File: src/core/spiwl_params.svh
/*
 * Constants of the serial wiper-latch block: word size, preset code,
 * tap count and input timing.
 * Assumes inclusion by its bare name from the package and the modules.
 */
`ifndef SPIWL_PARAMS_SVH
`define SPIWL_PARAMS_SVH

`define SPIWL_WORD_BITS 8
`define SPIWL_TAPS 256
`define SPIWL_PRESET_CODE 8'h80
`define SPIWL_ZERO_CODE 8'h00
`define SPIWL_CLK_PERIOD_NS 25
`define SPIWL_MIN_PHASE_NS 75
`define SPIWL_MIN_PHASE_CYC ((`SPIWL_MIN_PHASE_NS + `SPIWL_CLK_PERIOD_NS - 1) / `SPIWL_CLK_PERIOD_NS)

`endif

File: src/core/spiwl_pkg.sv
/*
 * Types shared by the serial wiper-latch block.
 * Assumes spiwl_params.svh is on the include path.
 */
`include "spiwl_params.svh"

package spiwl_pkg;
  typedef logic [`SPIWL_WORD_BITS-1:0] spiwl_code_type;
  typedef logic [`SPIWL_TAPS-1:0] spiwl_taps_type;
  typedef enum logic [2:0] {
    SPIWL_IDLE  = 3'b001,
    SPIWL_SHIFT = 3'b010,
    SPIWL_LOAD  = 3'b100
  } spiwl_state_type;
endpackage

File: src/core/spiwl_tap_if.sv
/*
 * Carrier between the serial front end and the tap decoder.
 * Assumes both ends run on the same clock.
 */
`timescale 1ns/1ps

interface spiwl_tap_if;
  import spiwl_pkg::*;
  spiwl_code_type code;
  spiwl_taps_type sel;
  modport src (output code, input sel);
  modport dec (input code, output sel);
endinterface

File: src/core/spiwl_tap_decode.sv
/*
 * Registered one-of-256 decoder from the wiper latch code to a tap select.
 * Assumes a synchronous active-high reset on the same clock as the latch.
 */
`timescale 1ns/1ps
`include "spiwl_params.svh"

module spiwl_tap_decode (
  input wire logic clk,
  input wire logic rst,
  spiwl_tap_if.dec tif
);
  import spiwl_pkg::*;

  spiwl_taps_type sel_r;
  spiwl_taps_type sel_nxt;

  genvar gi;
  generate
    for (gi = 0; gi < `SPIWL_TAPS; gi++) begin : g_tap
      // Code n picks tap n; tap 0 is the B terminal
      assign sel_nxt[gi] = (tif.code == spiwl_code_type'(gi));
    end
  endgenerate

  always_ff @(posedge clk) begin
    if (rst) begin
      sel_r <= spiwl_taps_type'(1) << `SPIWL_PRESET_CODE;
    end else begin
      sel_r <= sel_nxt;
    end
  end

  assign tif.sel = sel_r;
endmodule

File: src/core/spiwl_top.sv
/*
 * Three-wire serial receive path of a 256-position digital potentiometer:
 * shift register, wiper latch, open-drain chain output and tap decode.
 * Assumes serial clock, chip select, data and interface select arrive from
 * pins asynchronous to clk; each serial clock phase lasts at least
 * SPIWL_MIN_PHASE_CYC clk cycles.
 */
`timescale 1ns/1ps
`include "spiwl_params.svh"

module spiwl_top (
  input wire logic clk,
  input wire logic rst,
  input wire logic iface_select,
  input wire logic sclk,
  input wire logic cs_n,
  input wire logic serial_in,
  output logic chain_out,
  output logic chain_out_oe_n,
  output spiwl_pkg::spiwl_code_type wiper_latch,
  output spiwl_pkg::spiwl_taps_type tap_sel,
  output logic busy
);
  import spiwl_pkg::*;

  // Two-stage synchronisers plus a third stage for edge detection
  logic sclk_s1_r, sclk_s2_r, sclk_s3_r;
  logic cs_n_s1_r, cs_n_s2_r;
  logic din_s1_r, din_s2_r;
  logic sel_s1_r, sel_s2_r;

  always_ff @(posedge clk) begin
    if (rst) begin
      sclk_s1_r <= 1'b0;
      sclk_s2_r <= 1'b0;
      sclk_s3_r <= 1'b0;
      cs_n_s1_r <= 1'b1;
      cs_n_s2_r <= 1'b1;
      din_s1_r <= 1'b0;
      din_s2_r <= 1'b0;
      sel_s1_r <= 1'b1;
      sel_s2_r <= 1'b1;
    end else begin
      sclk_s1_r <= sclk;
      sclk_s2_r <= sclk_s1_r;
      sclk_s3_r <= sclk_s2_r;
      cs_n_s1_r <= cs_n;
      cs_n_s2_r <= cs_n_s1_r;
      din_s1_r <= serial_in;
      din_s2_r <= din_s1_r;
      sel_s1_r <= iface_select;
      sel_s2_r <= sel_s1_r;
    end
  end

  logic sclk_rise;
  logic spi_on;
  assign sclk_rise = sclk_s2_r & ~sclk_s3_r;
  assign spi_on = ~sel_s2_r;

  spiwl_state_type state_r, state_nxt;
  spiwl_code_type shift_r, shift_nxt;
  spiwl_code_type wiper_r, wiper_nxt;
  logic oe_n_r, oe_n_nxt;
  logic low_r, low_nxt;
  logic busy_r, busy_nxt;

  always_comb begin
    state_nxt = state_r;
    shift_nxt = shift_r;
    wiper_nxt = wiper_r;
    oe_n_nxt = oe_n_r;
    low_nxt = 1'b0;
    busy_nxt = 1'b0;
    case (state_r)
      SPIWL_IDLE: begin
        if (spi_on && !cs_n_s2_r) begin
          state_nxt = SPIWL_SHIFT;
          busy_nxt = 1'b1;
        end
      end
      SPIWL_SHIFT: begin
        busy_nxt = 1'b1;
        if (!spi_on) begin
          state_nxt = SPIWL_IDLE;
          busy_nxt = 1'b0;
        end else if (cs_n_s2_r) begin
          state_nxt = SPIWL_LOAD;
        end else if (sclk_rise) begin
          // MSB first; oldest bits leave at the top
          shift_nxt = {shift_r[`SPIWL_WORD_BITS-2:0], din_s2_r};
          // Pin follows the new top bit, low for a zero
          oe_n_nxt = shift_r[`SPIWL_WORD_BITS-2];
        end
      end
      SPIWL_LOAD: begin
        wiper_nxt = shift_r;
        state_nxt = SPIWL_IDLE;
      end
      default: begin
        state_nxt = SPIWL_IDLE;
      end
    endcase
  end

  always_ff @(posedge clk) begin
    if (rst) begin
      state_r <= SPIWL_IDLE;
      shift_r <= `SPIWL_ZERO_CODE;
      wiper_r <= `SPIWL_PRESET_CODE;
      oe_n_r <= 1'b1;
      low_r <= 1'b0;
      busy_r <= 1'b0;
    end else begin
      state_r <= state_nxt;
      shift_r <= shift_nxt;
      wiper_r <= wiper_nxt;
      oe_n_r <= oe_n_nxt;
      low_r <= low_nxt;
      busy_r <= busy_nxt;
    end
  end

  spiwl_tap_if tif ();
  assign tif.code = wiper_r;

  spiwl_tap_decode u_dec (
    .clk(clk),
    .rst(rst),
    .tif(tif)
  );

  assign chain_out = low_r;
  assign chain_out_oe_n = oe_n_r;
  assign wiper_latch = wiper_r;
  assign tap_sel = tif.sel;
  assign busy = busy_r;
endmodule

File: config.mk
export PLATFORM = sky130hd
export DESIGN_NAME = spiwl_top
export DESIGN_NICKNAME = d
export VERILOG_FILES = /design/src/core/spiwl_pkg.sv /design/src/core/spiwl_tap_if.sv /design/src/core/spiwl_tap_decode.sv /design/src/core/spiwl_top.sv
export VERILOG_INCLUDE_DIRS = /design/src /design/src/core
export SDC_FILE = /design/constraint.sdc
export NUM_CORES = 1
export LEC_CHECK = 0
export BUFFER_PORTS_ARGS = -buffer_cell sky130_fd_sc_hd__buf_2
export CORE_MARGIN = 2
export CORE_UTILIZATION = 48
export CTS_BUF_LIST = sky130_fd_sc_hd__clkbuf_16
export DETAILED_ROUTE_END_ITERATION = 12
export GPL_ROUTABILITY_DRIVEN = 0
export GPL_TIMING_DRIVEN = 0
export HOLD_SLACK_MARGIN = 0.02
export PLACE_DENSITY = 0.77
export SYNTH_ARGS = -nofsm -noshare
export SYNTH_HDL_FRONTEND = slang
export SYNTH_SLANG_ARGS = --single-unit
File: constraint.sdc
create_clock -name clk -period 1.7 [get_ports clk]
set_clock_uncertainty 0.1 [all_clocks]
set_input_delay 0.34 -clock clk [delete_from_list [all_inputs] [get_ports clk]]
set_output_delay 0.34 -clock clk [all_outputs]
set_load 0.01 [all_outputs]
[Word-level counts from Yosys, hierarchy flattened]
Cells that the tools add are included.
Cells by class
  equality and inequality tests: 260
  muxes and demuxes: 7
  bitwise logic cells: 4
  reductions and logical operators: 5
Operators by type and width (count)
  $eq A8 B8 Y1 const B: 128
  $eq A8 B7 Y1 const B: 64
  $eq A8 B6 Y1 const B: 32
  $eq A8 B5 Y1 const B: 16
  $eq A8 B4 Y1 const B: 8
  $eq A8 B3 Y1 const B: 4
  $eq A8 B2 Y1 const B: 2
  $mux W3: 3
  $eq A8 B1 Y1 const B: 1
  $logic_not A8 Y1: 1
  $pmux W3 S2: 1
  $reduce_and A4 Y1: 1
  $eq A3 B1 Y1 const B: 1
  $eq A3 B2 Y1 const B: 1
  $eq A3 B3 Y1 const B: 1
  $ne A3 B3 Y1 const B: 1
  $not A1 Y1: 3
  $mux W1: 2
  $ne A2 B2 Y1 const B: 1
  $pmux W1 S2: 1
  $reduce_and A2 Y1: 1
  $and A1 B1 Y1: 1
  $logic_and A1 B1 Y1: 1
  $logic_not A1 Y1: 1
Word-level totals
  flip-flop bits (word level): 286
  bits of input ports: 6
  output and inout bits: 267
  word-level logic and storage cells: 291

[Depth between registers and ports, before layout]
Gate-level depths: netlist of run 1.
  word-level depth: 4
  mapped depth: 5
  depth with buffers taken out: 3

[Hierarchy]
A second synthesis of run 1 with hierarchy kept.
Second synthesis, totals
  cell total of the unflattened synthesis: 718
  area total of the unflattened synthesis: 8216.6 µm²
By module, submodules not included
  spiwl_tap_decode: times used 1, cells an instance 623, area an instance 7180.6 µm², seq. area each 5124.9 µm²
  spiwl_top: times used 1, cells an instance 95, area an instance 1036.0 µm², seq. area each 600.6 µm²

[Worst setup path before layout of run 1]
Ideal clock, no wire load.
  kind: register to register
  from: register wiper_r[1], in the netlist wiper_latch[1]
  to: register u_dec.sel_r[205], in the netlist u_dec.tif.sel[205]
  library setup time: 126 ps
  arrival time: 1158 ps
  data required time: 1474 ps
  setup slack: 316 ps
  cell stages (with the launch flop): 5
  buffers on the path: 1
  period minus slack after synthesis: 1384 ps
  path through: dfxtp_1 -> and2b_1 -> nand2_1 -> buf_2 -> nor2_1
On the way
  longest elaborated chain between the ends: 1
Ends and longest elaborated chain
  from (decl): line spiwl_top.sv:63  | spiwl_code_type wiper_r, wiper_nxt;
  from (signal assigned): line spiwl_top.sv:110  | wiper_r <= `SPIWL_PRESET_CODE;
  from (signal assigned): line spiwl_top.sv:117  | wiper_r <= wiper_nxt;
  $eq A8 B8 Y1: line spiwl_tap_decode.sv:22  | assign sel_nxt[gi] = (tif.code == spiwl_code_type'(gi));
  to (signal assigned): line spiwl_tap_decode.sv:28  | sel_r <= spiwl_taps_type'(1) << `SPIWL_PRESET_CODE;
  to (signal assigned): line spiwl_tap_decode.sv:30  | sel_r <= sel_nxt;
  to (decl): line spiwl_tap_decode.sv:15  | spiwl_taps_type sel_r;
No other way between the ends.
A chain may end at the register's enable or synchronous reset.

[Worst setup path in the final report of run 1]
  from: register wiper_r[6], in the netlist wiper_latch[6]
  to: register u_dec.sel_r[63], in the netlist u_dec.tif.sel[63]
On the way
  longest elaborated chain between the ends: 1
Ends and longest elaborated chain (line)
  $eq A8 B6 Y1: spiwl_tap_decode.sv:22
No other way between the ends.

==> results of run 1 <==
[registers in the layout (all words and copies together) (netlist names)]
| signal | cells |
|---|---|
| shift_r | 8 |
| cs_n_s1_r | 1 |
| chain_out_oe_n | 1 |
| sel_s2_r | 1 |
| sclk_s3_r | 1 |
| wiper_latch | 8 |
| sclk_s1_r | 1 |
| din_s1_r | 1 |
| busy | 1 |
| u_dec.tif.sel | 256 |
| sel_s1_r | 1 |
| din_s2_r | 1 |
| cs_n_s2_r | 1 |
| state_r | 3 |
| sclk_s2_r | 1 |
[critical path: stages (launching register included)]
cell and delay, ps:
dfxtp_2 380, nor2_1 250, nand3_1 340, clkbuf_2 320, nor2_1 140
[repair_timing]
action,CTS,global route
gates resized for setup,8,24
hold endpoints to repair,4,0
setup buffers,0,0
hold buffers,4,0
endpoints found under the setup margin,44,116
[cell usage after synthesis]
master	number
dfxtp_1	286
nor2_1	266
nand2_1	31
buf_2	30
mux2i_1	15
nand3_1	8
and2b_1	6
clkbuf_1	6
nor2b_1	6
or2_2	4
inv_1	3
nand3_2	3
nor3b_1	3
o21ai_0	3
and3b_1	2
buf_4	2
nand4_1	2
nor3b_2	2
and2_1	1
and3_1	1
conb_1	1
nor3_1	1
nor3_2	1
nor4_1	1
o211ai_1	1
xnor2_1	1
[routing by layer]
layer | global-route usage | routed length (um) | up-vias
met5 | 0 | 0 | -
met3 | 0.0454 | 1160 | 37
met1 | 0.265 | 7710 | 2623
met4 | 0.0742 | 547 | 0
met2 | 0.397 | 9900 | 223
li1 | - | - | 2711
[power groups by stage]
stage          combinational, mW  sequential, mW  clock (mW)
6_report                  0.0501            6.71        5.67
4_1_cts                   0.0498            6.71        5.74
3_5_place_dp              0.0422            6.86           0
5_1_grt                   0.0568            6.71        6.03
3_3_place_gp              0.0421            6.86           0
2_1_floorplan             0.0273            6.86           0
[worst paths after layout]
kind                                    start                      endpoint  slack, ps  cells past startpoint
setup / recovery  wiper_latch[6]$_SDFFE_PP0N_  u_dec.tif.sel[63]$_SDFF_PP0_         90                      4
hold / removal                            rst          sclk_s2_r$_SDFF_PP0_        190                      3
setup reg to reg  wiper_latch[6]$_SDFFE_PP0N_  u_dec.tif.sel[63]$_SDFF_PP0_         90                      4
hold reg to reg          cs_n_s1_r$_SDFF_PP1_          cs_n_s2_r$_SDFF_PP1_        310                      1
[cell type report]
| class | count | area share |
|---|---|---|
| clock buffer | 27 | 0.0669 |
| timing repair buffer | 275 | 0.138 |
| inverter | 3 | 0.00111 |
| clock inverter | 22 | 0.0172 |
| tap | 211 | 0.0261 |
| buffer | 38 | 0.0204 |
| multi-input combinational | 359 | 0.162 |
| sequential | 286 | 0.568 |
[kinds of logic after synthesis]
family,count (synthesis),synth area share
other cells,1,0.000499
compound gates,4,0.00300
flops,286,0.762
buf+inv,41,0.0265
mux,15,0.0200
xor+xnor,1,0.00117
simple gates,338,0.187
==> impl_metrics.yaml, run 1 <==
status:
  outcome: "finished clean"
die:
  row_count: 45
  die-area_sq_mm: 0.0167
  core_area_sq_mm: 0.0153
  start_util: 0.492
  top_level_ports: 273
  die_h_um: 129
  die_w_um: 129
clock_network:
  clk_pin_slew_ps: 60
  clk_path_buf_depth: 3
  clock_latency_ps: 530
  cts-htree-levels: 1
  cts_sinks: 286
  cts_buffers: 27
  cts_tree: "built"
  root_buffer: "clkbuf_16"
timing:
  slew_violations: 0
  fmaxAchievable_mhz: 622
  fin_crit_ps: 1610
  setup_ws_ps: 93.6
  setup_tns_ps: 0
  rsz0062_at_grt: "no"
  fin_crit_sh: 0.945
  finalSetupViolCount: 0
  hold_slack_ps: 192
  hold_violations: 0
global_route:
  track_usage: 0.221
  grt_pass1_wl_um: 28500
  antenna_found_initial: 0
  grt-ovfl-total: 0
  grt_max_degree: 16
  grt_pass1_vias: 5232
synth:
  synth_top_area_share: 0.762
  netlist_instances: 686
  postSynthAreaPerCell_sq_um: 11.0
  yosys.area.top_type: "dfxtp_1"
  syn_area_sq_mm: 0.00751
  synth_fp_nets: 692
  ys_seq_elements: 286
  synth_cell_types: 26
  ys_warn_count: 0
  synth.area.top_cells: "dfxtp_1 76%, nor2_1 13%, buf_2 2.0%, mux2i_1 2.0%, nand2_1 1.5%"
  seq_area_frac_synth: 0.762
finish:
  fin_util: 0.662
  diodes: 0
  mostFrequentLayoutCells: "295 x buf_2, 278 x dfxtp_1, 264 x nor2_1"
  final_common_cell: "buf_2"
  drive_above_1_share: 0.373
  final_cells: 1221
  fin_nets: 996
  synthToLayoutAreaGrowth_pct: 34.5
  fill_cells: 1211
  postLayoutCellArea_sq_mm: 0.0101
  regArea_sq_mm: 0.00574
  multi_input_comb_area_sq_mm: 0.00164
detailed_routing:
  wire_per_inst_um: 15.8
  drcViolationCount: 0
  wirelength_um: 19300
  drt_iter0_drc: 279
  first_pass_iters: 7
  vias: 5594
  ant_nets: 0
  routed_via_density: 4.58
power_and_ir_drop:
  finalPower_mw: 12.4
  comb_power_share: 0.004
  p_int_mw: 9.95
  p_leak_nw: 4.71
  switchingPower_mw: 2.48
  p_per_area_mw_per_mm2: 1230
  share_seq_of_total_power: 0.540
  switching_share: 0.200
  vdd_drop_max_v: 0.000982
  clkPwrFrac: 0.456
placement:
  hpwl_um: 13900
  place_area_sq_mm: 0.00913
  dp_slack_ps: -72.1
  port_buffers: 271
  dpl.cell_count: 1168
setup_path:
  crit_fanout: 10
  worstSetupEndpointType: "flip-flop"
  critPathLaunchType: "flip-flop"
  cp_data_arrival_time_ps: 1960
  critPathKind: "reg -> reg"
  worstPathRequired_ps: 2050
run:
  maxCapViolCount: 0
min_path:
  hold_class: "in -> reg"
No activity file was read; power rests on OpenSTA's default activity.
==> run 2, diff against run 1 <==
--- a/config.mk
+++ b/config.mk
@@ -8,13 +8,13 @@
 export LEC_CHECK = 0
 export BUFFER_PORTS_ARGS = -buffer_cell sky130_fd_sc_hd__buf_2
 export CORE_MARGIN = 2
-export CORE_UTILIZATION = 48
+export CORE_UTILIZATION = 45
 export CTS_BUF_LIST = sky130_fd_sc_hd__clkbuf_16
 export DETAILED_ROUTE_END_ITERATION = 12
 export GPL_ROUTABILITY_DRIVEN = 0
 export GPL_TIMING_DRIVEN = 0
 export HOLD_SLACK_MARGIN = 0.02
-export PLACE_DENSITY = 0.77
+export PLACE_DENSITY = 0.73
 export SYNTH_ARGS = -nofsm -noshare
 export SYNTH_HDL_FRONTEND = slang
 export SYNTH_SLANG_ARGS = --single-unit
==> run 2 against run 1 <==
Routed wire length grew 3.1%. Largest power group unchanged. Critical endpoint is now wiper_latch[3]. Sequential cell count is the same. Highest routed layer unchanged. Critical path depth shrank 3. Sequential share of layout area is essentially flat.
==> impl_metrics.yaml, run 2 (same netlist as run 1, synthesis figures left out) <==
min_path:
  min_path_cells: 3
  hold_path_end: "sclk_s3_r$_SDFF_PP0_"
  hold_path_startpoint: "rst"
  hold_class: "in -> reg"
timing:
  slew_headroom: 0.661
  fmaxAchievable_mhz: 601
  hold_violations: 0
  finalSetupViolCount: 0
  worst_pin_slew_ps: 508
  rsz0062_at_grt: "yes"
  slew_violations: 0
  fin_crit_sh: 0.979
  setup_tns_ps: 0
  fin_crit_ps: 1660
setup_path:
  startpoint: "wiper_latch[3]$_SDFFE_PP0N_"
  r2r-start: "wiper_latch[3]$_SDFFE_PP0N_"
  worstPathRequired_ps: 1260
  cp_num_buf_inv: 1
  reg2regPathDepth: 5
  crit_cells: 1
  reg2reg_to: "u_dec.tif.sel[234]$_SDFF_PP0_"
  critPathLaunchType: "flip-flop"
  critPathTopFamily: "flip-flops"
  crit_slowest_cell: "dfxtp_1"
  critPathKind: "reg -> out"
  r2r_setup_slack_ps: 80
  worstSetupEndpointType: "output pin"
  max_stage_delay_ps: 500
  path_cells: "buf_2"
  cp_data_arrival_time_ps: 1220
  crit_fanout: 7
detailed_routing:
  drcViolationCount: 0
  drt_iter0_drc: 221
  wire_per_inst_um: 16.2
  route.met3.wl_um: 1290
  m1WireLength_um: 8090
  dr.max_layer_used: "met4"
  wirelength_um: 19900
  ant_nets: 0
  routed_via_density: 4.53
  vias: 5579
  routed-wl-met2_um: 9830
  first_pass_iters: 4
die:
  core_area_sq_mm: 0.0165
  row_count: 47
  top_level_ports: 273
  start_util: 0.456
  die_w_um: 133
  die_h_um: 133
  die-area_sq_mm: 0.0177
global_route:
  antenna_found_initial: 0
  grt_pass1_wl_um: 29500
  grt-ovfl-total: 0
  grt_max_degree: 15
  grt_pass1_vias: 5187
  track_usage: 0.214
finish:
  drive_above_1_share: 0.371
  final_common_cell: "buf_2"
  largest_reg_flops: 256
  fin_util: 0.614
  fill_cells: 1373
  fin_nets: 999
  mostFrequentLayoutCells: "298 x buf_2, 279 x dfxtp_1, 265 x nor2_1"
  synthToLayoutAreaGrowth_pct: 34.6
  diodes: 0
clock_network:
  clk_path_buf_depth: 3
  cts_buffers: 27
  clock_latency_ps: 520
  root_buffer: "clkbuf_16"
  cts_sinks: 286
  cts-htree-levels: 1
  clk_pin_slew_ps: 60
  cts_tree: "built"
run:
  maxCapViolCount: 0
placement:
  hpwl_um: 14100
  port_buffers: 271
power_and_ir_drop:
  p_per_area_mw_per_mm2: 1220
  vdd_drop_max_v: 0.000819
  p_leak_nw: 4.72
status:
  outcome: "finished clean"
-- run 2: changes by cell type in the layout (fill, tap and decap cells not counted), sizes merged --
cell and change:
buf +6, clkinvlp -1, clkbuf -3
-- run 2: layout make-up --
type / instances / area [sq um] / area share
sequential: 286 / 5730 / 0.567
multi-input combinational: 359 / 1650 / 0.164
timing repair buffer: 278 / 1420 / 0.140
clock buffer: 27 / 676 / 0.0668
tap: 220 / 275 / 0.0272
buffer: 38 / 199 / 0.0197
clock inverter: 21 / 143 / 0.0141
inverter: 3 / 11.3 / 0.00111
-- run 2: worst max-delay path by stage --
stage | endpoint | slack, ps
2_1_floorplan | u_dec.tif.sel[205]$_SDFF_PP0_ | 320
3_3_place_gp | u_dec.tif.sel[194]$_SDFF_PP0_ | -40
3_5_place_dp | u_dec.tif.sel[144]$_SDFF_PP0_ | -70
4_1_cts | u_dec.tif.sel[100]$_SDFF_PP0_ | -20
5_1_grt | u_dec.tif.sel[157]$_SDFF_PP0_ | -6
6_report | wiper_latch[3] | 40
-- run 2: power by group --
group	switching, mW	total, mW	internal (mW)
Clock	2.40	5.56	3.17
Combinational	0.0290	0.0510	0.0219
Sequential	0.00381	6.71	6.71
-- run 2: timing repair --
| item | in CTS | in global routing |
|---|---|---|
| setup endpoints to repair | 71 | 151 |
| buffers inserted | 0 | 3 |
| hold endpoints to repair | 4 | 0 |
| hold buffers | 4 | 0 |
| pin swaps | 0 | 1 |
| resized for setup | 10 | 20 |
-- run 2: stage by stage --
stage | cell area (sq um) | power [mW] | hold WS [ps] | worst slack [ps] | std cells
floorplan | 7510 | 6.89 | 289 | 316 | 686
global placement | 9150 | 6.91 | 291 | -40.4 | 1177
global route | 10100 | 12.7 | 218 | -5.82 | 1232
finish | 10100 | 12.3 | 212 | 35.6 | 1232
CTS | 10000 | 12.4 | 193 | -17.5 | 1229
detailed placement | 9150 | 6.91 | 302 | -66.8 | 1177
-- run 2: per-layer routing --
layer	track usage	up-vias
met4	0.0839	0
met5	0	-
li1	-	2716
met3	0.0422	50
met2	0.374	233
met1	0.260	2580
